## src/pkg/mailbox_pkg.sv

```systemverilog
// constants shared by the host command mailbox and its status register
// assumes one 25 MHz clock and an 8-bit register port behind the serial slave
`default_nettype none
package mailbox_pkg;
  // register offsets
  localparam logic [7:0] IRQ_ENABLE_ADDR      = 8'h03;
  localparam logic [7:0] PARAM_MBOX_ADDR      = 8'h17;
  localparam logic [7:0] CMD_MBOX_ADDR        = 8'h18;
  localparam logic [7:0] CMD_RESPONSE_ADDR    = 8'h20;
  localparam logic [7:0] IRQ_STATUS_ADDR      = 8'h21;
  localparam logic [7:0] VIS_RESULT_LOW_ADDR  = 8'h22;
  // reset values
  localparam logic [7:0] REG_RESET_VALUE      = 8'h00;
  // interrupt status layout
  localparam int unsigned CMD_DONE_BIT        = 5;
  localparam int unsigned PROX_THREE_BIT      = 4;
  localparam int unsigned PROX_TWO_BIT        = 3;
  localparam int unsigned PROX_ONE_BIT        = 2;
  localparam int unsigned LIGHT_FIELD_LSB     = 0;
  localparam int unsigned LIGHT_FIELD_W       = 2;
  localparam int unsigned LIGHT_ENABLE_BIT    = 0;
  localparam int unsigned STATUS_USED_BITS    = 6;
  // command codes and error codes
  localparam logic [7:0] NO_OPERATION_COMMAND = 8'h00;
  localparam logic [7:0] RESET_COMMAND        = 8'h01;
  localparam int unsigned ERROR_MARK_BIT      = 7;
  localparam logic [7:0] ERR_VIS_OVERFLOW     = 8'h8C;
  localparam logic [7:0] ERR_IR_OVERFLOW      = 8'h8D;
  localparam logic [7:0] ERR_AUX_OVERFLOW     = 8'h8E;
  // sequencer handshake states, gray along standby -> busy -> ready
  typedef enum logic [1:0] {
    ST_STANDBY = 2'b00,
    ST_BUSY    = 2'b01,
    ST_READY   = 2'b11
  } mbox_state_t;
endpackage
`default_nettype wire

```

## src/hdl/irq_status_bank.sv

```systemverilog
// sticky interrupt status bits: hardware sets, host clears by writing ones
// assumes set and clear strobes come from logic on the same clock
`default_nettype none
module irq_status_bank
  import mailbox_pkg::*;
#(
  parameter int unsigned WIDTH = 8
)(
  // clock and reset
  input  wire logic             clk_in,
  input  wire logic             rst_n_in,
  // per-bit controls
  input  wire logic [WIDTH-1:0] set_in,
  input  wire logic [WIDTH-1:0] clear_in,
  // state
  output logic      [WIDTH-1:0] status_out
);
  if (WIDTH < STATUS_USED_BITS)
  begin : g_width_check
    $error("irq_status_bank: WIDTH too small for the status layout");
  end

  typedef struct packed {
    logic [WIDTH-1:0] flags;
  } bank_state_t;

  bank_state_t state_q;
  bank_state_t state_d;

  always_comb
  begin
    state_d = state_q;
    for (int i = 0; i < WIDTH; i++)
    begin
      if (clear_in[i])
      begin
        state_d.flags[i] = 1'b0;
      end
      // a set in the same cycle as a clear wins, so no event is lost
      if (set_in[i])
      begin
        state_d.flags[i] = 1'b1;
      end
    end
  end

  always_ff @(posedge clk_in or negedge rst_n_in)
  begin
    if (!rst_n_in)
    begin
      state_q <= '0;
    end
    else
    begin
      state_q <= state_d;
    end
  end

  assign status_out = state_q.flags;
endmodule
`default_nettype wire

```

## src/hdl/sensor_host_command_mailbox.sv

```systemverilog
// host command mailbox, response register, interrupt status and result byte
// assumes a serial slave front end turning bus transfers into register strobes
`default_nettype none
module sensor_host_command_mailbox
  import mailbox_pkg::*;
(
  // clock and reset
  input  wire logic       clk_in,
  input  wire logic       rst_n_in,
  // register port from the serial slave
  input  wire logic [7:0] reg_addr_in,
  input  wire logic [7:0] reg_wdata_in,
  input  wire logic       reg_wr_in,
  input  wire logic       reg_rd_in,
  output logic      [7:0] reg_rdata_out,
  // sequencer command handshake
  output logic            seq_cmd_valid_out,
  output logic      [7:0] seq_cmd_code_out,
  output logic      [7:0] seq_param_out,
  input  wire logic       seq_cmd_done_in,
  input  wire logic       seq_sleep_in,
  // sequencer errors
  input  wire logic       seq_error_in,
  input  wire logic [7:0] seq_error_code_in,
  input  wire logic       vis_overflow_in,
  input  wire logic       ir_overflow_in,
  input  wire logic       aux_overflow_in,
  // measurement events and results
  input  wire logic [2:0] prox_done_in,
  input  wire logic       light_done_in,
  input  wire logic [1:0] light_code_in,
  input  wire logic       vis_result_valid_in,
  input  wire logic [7:0] vis_result_low_in,
  // device pins and state
  output logic            int_n_out,
  output logic            awake_out
);
  typedef struct packed {
    mbox_state_t fsm;
    logic [7:0]  param_mbox;
    logic [7:0]  command;
    logic [7:0]  response;
    logic [7:0]  irq_enable;
    logic [7:0]  vis_result;
    logic [7:0]  rdata;
    logic        cmd_valid;
    logic        int_n;
    logic        awake;
  } mbox_reg_t;

  mbox_reg_t  state_q;
  mbox_reg_t  state_d;
  logic [7:0] status_set;
  logic [7:0] status_clear;
  logic [7:0] status;
  logic [7:0] status_enable;

  irq_status_bank #(
    .WIDTH (8)
  ) u_status (
    .clk_in     (clk_in),
    .rst_n_in   (rst_n_in),
    .set_in     (status_set),
    .clear_in   (status_clear),
    .status_out (status)
  );

  always_comb
  begin
    state_d      = state_q;
    status_set   = '0;
    status_clear = '0;
    state_d.cmd_valid = 1'b0;

    if (reg_wr_in && reg_addr_in == PARAM_MBOX_ADDR)
    begin
      state_d.param_mbox = reg_wdata_in;
    end
    if (reg_wr_in && reg_addr_in == IRQ_ENABLE_ADDR)
    begin
      state_d.irq_enable = reg_wdata_in;
    end
    if (reg_wr_in && reg_addr_in == CMD_RESPONSE_ADDR)
    begin
      state_d.response = reg_wdata_in;
    end
    // result byte is overwritten by each new measurement
    if (reg_wr_in && reg_addr_in == VIS_RESULT_LOW_ADDR)
    begin
      state_d.vis_result = reg_wdata_in;
    end
    if (vis_result_valid_in)
    begin
      state_d.vis_result = vis_result_low_in;
    end
    if (reg_wr_in && reg_addr_in == IRQ_STATUS_ADDR)
    begin
      status_clear = reg_wdata_in;
    end

    unique case (state_q.fsm)
      ST_STANDBY, ST_READY:
      begin
        if (reg_wr_in && reg_addr_in == CMD_MBOX_ADDR)
        begin
          state_d.command = reg_wdata_in;
          // held error blocks all but reset and no-operation
          if (!state_q.response[ERROR_MARK_BIT]
              || reg_wdata_in == RESET_COMMAND
              || reg_wdata_in == NO_OPERATION_COMMAND)
          begin
            state_d.cmd_valid = 1'b1;
            state_d.fsm       = ST_BUSY;
            // error released by reset or no-operation
            if (reg_wdata_in == RESET_COMMAND || reg_wdata_in == NO_OPERATION_COMMAND)
            begin
              state_d.response = REG_RESET_VALUE;
            end
          end
          else
          begin
            state_d.fsm = ST_READY;
          end
        end
        else if (seq_sleep_in && state_q.fsm == ST_READY)
        begin
          state_d.fsm = ST_STANDBY;
        end
      end
      ST_BUSY:
      begin
        if (seq_cmd_done_in)
        begin
          state_d.fsm = ST_READY;
          status_set[CMD_DONE_BIT] = 1'b1;
        end
      end
    endcase
    // awake flag kept in a flop so the output needs no decode after the register
    state_d.awake = (state_d.fsm != ST_STANDBY);

    // error codes carry the top bit; errors win over a host write
    if (seq_error_in)
    begin
      state_d.response                 = seq_error_code_in;
      state_d.response[ERROR_MARK_BIT] = 1'b1;
    end
    if (aux_overflow_in)
    begin
      state_d.response = ERR_AUX_OVERFLOW;
    end
    if (ir_overflow_in)
    begin
      state_d.response = ERR_IR_OVERFLOW;
    end
    if (vis_overflow_in)
    begin
      state_d.response = ERR_VIS_OVERFLOW;
    end

    status_set[PROX_ONE_BIT]   = prox_done_in[0];
    status_set[PROX_TWO_BIT]   = prox_done_in[1];
    status_set[PROX_THREE_BIT] = prox_done_in[2];
    status_set[LIGHT_FIELD_LSB +: LIGHT_FIELD_W] = light_done_in ? light_code_in : 2'b00;

    // per-channel enables for the proximity bits; light field shares one enable; command done has none and never drives the pin
    status_enable = '0;
    status_enable[PROX_ONE_BIT]   = state_q.irq_enable[PROX_ONE_BIT];
    status_enable[PROX_TWO_BIT]   = state_q.irq_enable[PROX_TWO_BIT];
    status_enable[PROX_THREE_BIT] = state_q.irq_enable[PROX_THREE_BIT];
    status_enable[LIGHT_FIELD_LSB +: LIGHT_FIELD_W] = {LIGHT_FIELD_W{
      state_q.irq_enable[LIGHT_ENABLE_BIT]}};
    state_d.int_n = ~|(status & status_enable);

    // reads answer one cycle later; unmapped addresses read zero
    if (reg_rd_in)
    begin
      unique case (reg_addr_in)
        IRQ_ENABLE_ADDR:     state_d.rdata = state_q.irq_enable;
        PARAM_MBOX_ADDR:     state_d.rdata = state_q.param_mbox;
        CMD_MBOX_ADDR:       state_d.rdata = state_q.command;
        CMD_RESPONSE_ADDR:   state_d.rdata = state_q.response;
        IRQ_STATUS_ADDR:     state_d.rdata = status & 8'h3F;
        VIS_RESULT_LOW_ADDR: state_d.rdata = state_q.vis_result;
        default:             state_d.rdata = REG_RESET_VALUE;
      endcase
    end
  end

  always_ff @(posedge clk_in or negedge rst_n_in)
  begin
    if (!rst_n_in)
    begin
      state_q            <= '0;
      state_q.fsm        <= ST_STANDBY;
      state_q.int_n      <= 1'b1;
    end
    else
    begin
      state_q <= state_d;
    end
  end

  assign reg_rdata_out     = state_q.rdata;
  assign seq_cmd_valid_out = state_q.cmd_valid;
  assign seq_cmd_code_out  = state_q.command;
  assign seq_param_out     = state_q.param_mbox;
  assign int_n_out         = state_q.int_n;
  assign awake_out         = state_q.awake;
endmodule
`default_nettype wire

```

## config.mk

```make
export PLATFORM = sky130hd
export DESIGN_NAME = sensor_host_command_mailbox
export DESIGN_NICKNAME = d
export VERILOG_FILES = /design/src/pkg/mailbox_pkg.sv /design/src/hdl/irq_status_bank.sv /design/src/hdl/sensor_host_command_mailbox.sv
export SDC_FILE = /design/constraint.sdc
export NUM_CORES = 1
export LEC_CHECK = 0
export BUFFER_PORTS_ARGS = -buffer_cell sky130_fd_sc_hd__buf_2
export CAP_MARGIN = 30
export CORE_ASPECT_RATIO = 1.4
export CORE_MARGIN = 2
export CORE_UTILIZATION = 40
export CTS_CLUSTER_SIZE = 8
export DETAILED_ROUTE_END_ITERATION = 6
export SLEW_MARGIN = 25
export SYNTH_ARGS = -nofsm -noshare
export SYNTH_HDL_FRONTEND = slang
export SYNTH_SLANG_ARGS = --single-unit
```

## constraint.sdc

```tcl
create_clock -name clk_in -period 3.1 [get_ports clk_in]
set_input_delay 0.775 -clock clk_in [delete_from_list [all_inputs] [get_ports clk_in]]
set_output_delay 0.775 -clock clk_in [all_outputs]
set_load 0.01 [all_outputs]
```

==> impl_metrics.ini <==
[outcome]
status = finished, final reports clean

[logic_synthesis]
syn_avg_cell_area_um2 = 10.9
synth_area_leaders = dfrtp_1 45%, mux2_2 6.3%, buf_4 5.8%
ys_seq_elements = 59
synth_top_area_share_pct = 44.9
synth_ff_type = dfrtp_1
synth_edf_count = 0
yosys.area.top_type = dfrtp_1
netlist_area_um2 = 3240
syn_inst = 298
yosysUniqueCellTypes = 51
seq_area_frac_synth_pct = 45.7
synthAdderAreaFrac_pct = 0.773
yosysWarnings = 0
synth_xor_area_share_pct = 0.271
async_reset_ff_share_pct = 100
syn_nets = 349
synth_compound_area_share_pct = 17.7
synthMuxAreaShare_pct = 13.0
synth-simple-area-share_pct = 14.6
synth_top_family_by_area = compound AO/OA/AOI/OAI gates

[drt]
vias = 2473
wl_um = 7750
viasPerCell = 5.45
drt_iter0_drc = 127
ant_nets = 0
wl_per_cell_um = 17.1
drc_errors = 0
drtPass1Iterations = 4

[global_routing]
grt_pass1_wl_um = 12900
grt.overflow.total = 0
gr-usage-all-layers_pct = 19.1
grt_pass1_vias = 2472
grt_antenna_before_repair = 0
grt_max_degree = 34

[clocking]
clock_latency_ns = 0.35
h-tree-depth = 3
cts_root_buf = clkbuf_8
cts.sinks = 59
post_cts_resize_count = 0
path_clk_slew_ns = 0.07
cts_buffers = 9
ctsHoldBuffers = 0
clockBufferDepth = 2
cts_tree = yes
cts_setup_buffers = 0

[power_and_ir_drop]
internal_power_w = 0.00150
power_frac_comb_pct = 14.2
switchingPower_w = 0.000527
p_seq_share_pct = 42.7
switching_share_pct = 26.0
p_clk_share_pct = 43.1
power.leakage_nw = 1.75
ir_drop_mv = 0.313
total_power_w = 0.00202
power_density_nw_per_um2 = 536

[die]
dieWidth_um = 80.0
std_cell_rows = 38
start_util_pct = 41.5
die_area_um2 = 8830
die_h_um = 110
core_region_area_um2 = 7800
ios = 76

[critical_path]
worstPathMaxFanout = 15
crit_path_start_kind = input port
criticalPathCategory = input port to flip-flop
arrival_ns = 2.35
critPathCaptureType = flip-flop
cp.required_ns = 3.32

[cells_and_area]
area_growth_syn_to_layout_pct = 16.8
final_layout_size_suffix_gt1_share_pct = 35.0
layout.nets = 400
final_core_utilization_pct = 48.5
instances_no_fill = 454
diodes = 0

[job]
maxCapViolCount = 0

[worst_hold_path]
hp-class = input port to async pin

[placement]
hpwl_um = 5930
dp_cells = 438
place.gp.congestion = 0.844
post-place-ws_ns = 0.609
portBuffers = 74

[timing]
worst_slack_ns = 0.971
slew-limit-headroom_pct = 57.2
finClkSkew_ns = 0.00826
finalSetupViolCount = 0
finalCritPeriodShare_pct = 68.7
fmax_ghz = 0.470
slew_violations = 0
rsz0062_at_grt = no
setup-tns-final_ns = 0
worstMarginPinSlew_ns = 0.642
period_minus_slack_ns = 2.13
final-hold-violation-count = 0
-- Yosys cell counts (all sizes together) (3+ instances only) --
cell	number
nor2	10
nand3	4
dfrtp	58
inv	4
nand2	18
a21o	4
o311ai	3
a22oi	7
nor4	5
nor2b	10
mux2i	15
and4b	3
clkbuf	9
a21oi	12
nor3	3
and2	4
o2bb2ai	6
a22o	12
mux2	24
o21ai	18
nor4b	3
buf	29
a31oi	14
-- critical path, cell delays in order --
cell and delay (ns):
buf_2 0.30, and4b_1 0.56, nand3_2 0.34, mux2_2 0.37
-- kinds of logic after synthesis --
| kind of cell | Yosys count |
|---|---|
| AND/OR/NAND/NOR | 71 |
| adder cells (fa/ha/maj) | 2 |
| AO/OA/AOI/OAI | 84 |
| XOR/XNOR | 1 |
| multiplexers | 39 |
| buffers and inverters | 42 |
| flip-flops | 59 |
-- worst paths after layout --
path | start | to | slack (ns) | cells after the start
hold reg to reg | state_q[20]$_DFFE_PN0P_ | state_q[20]$_DFFE_PN0P_ | 0.50 | 1
min in group clk_in | state_q[20]$_DFFE_PN0P_ | state_q[20]$_DFFE_PN0P_ | 0.50 | 1
hold / removal | rst_n_in | seq_cmd_valid_out$_DFF_PN0_ | 0.45 | 1
setup / recovery | reg_addr_in[1] | seq_param_out[1]$_DFFE_PN0P_ | 0.97 | 4
max in group asynchronous | rst_n_in | state_q[33]$_DFF_PN0_ | 2.04 | 2
setup reg to reg | state_q[52]$_DFF_PN0_ | seq_cmd_code_out[1]$_DFFE_PN0P_ | 1.48 | 4
-- metal layers --
| layer | part of all wire, % | vias up | track usage [%] |
|---|---|---|---|
| li1 | - | 1206 | - |
| met1 | 42 | 1171 | 24.9 |
| met2 | 50 | 80 | 30.0 |
| met3 | 4.5 | 16 | 3.68 |
| met4 | 3.5 | 0 | 9.38 |
| met5 | 0 | - | 0 |
-- state kept, by name, indices dropped and copies added, names as in the netlist --
name                 count
awake_out                1
int_n_out                1
reg_rdata_out            8
seq_cmd_code_out         8
seq_cmd_valid_out        1
seq_param_out            8
state_q                 26
u_status.status_out      6
-- final cells by class --
class,count,area (um2)
Timing Repair Buffer,78,413
Sequential cell,59,1480
Clock inverter,7,124
Fill cell,778,4020
Multi-Input combinational cell,197,1500
Tap cell,100,125
Inverter,4,15.0
Clock buffer,9,124
-- layout by cell type, fill, tap and decap left out, types with 6 or more instances in the layout --
cell,instances
a21oi_1,12
buf_2,74
mux2i_1,15
nor2b_1,10
o2bb2ai_1,6
a22o_1,12
nor2_1,10
mux2_1,6
a22oi_1,7
nand2_1,17
dfrtp_1,58
clkbuf_8,9
o21ai_0,13
a31oi_1,14
mux2_2,18
-- metrics by stage --
stage,hold WS [ns],cell area (um2)
2_1_floorplan,0.464,3240
3_3_place_gp,0.475,3530
3_5_place_dp,0.482,3530
4_1_cts,0.460,3780
5_1_grt,0.486,3780
6_report,0.453,3780
-- power by group through the flow --
stage,clock network (W),registers [W],logic [W]
5_1_grt,0.000929,0.000873,0.000324
6_report,0.000872,0.000864,0.000288
3_3_place_gp,0,0.000876,0.000286
4_1_cts,0.000890,0.000865,0.000292
2_1_floorplan,0,0.000875,0.000184
3_5_place_dp,0,0.000879,0.000290
Note: power is estimated with default switching activity, not from simulation.
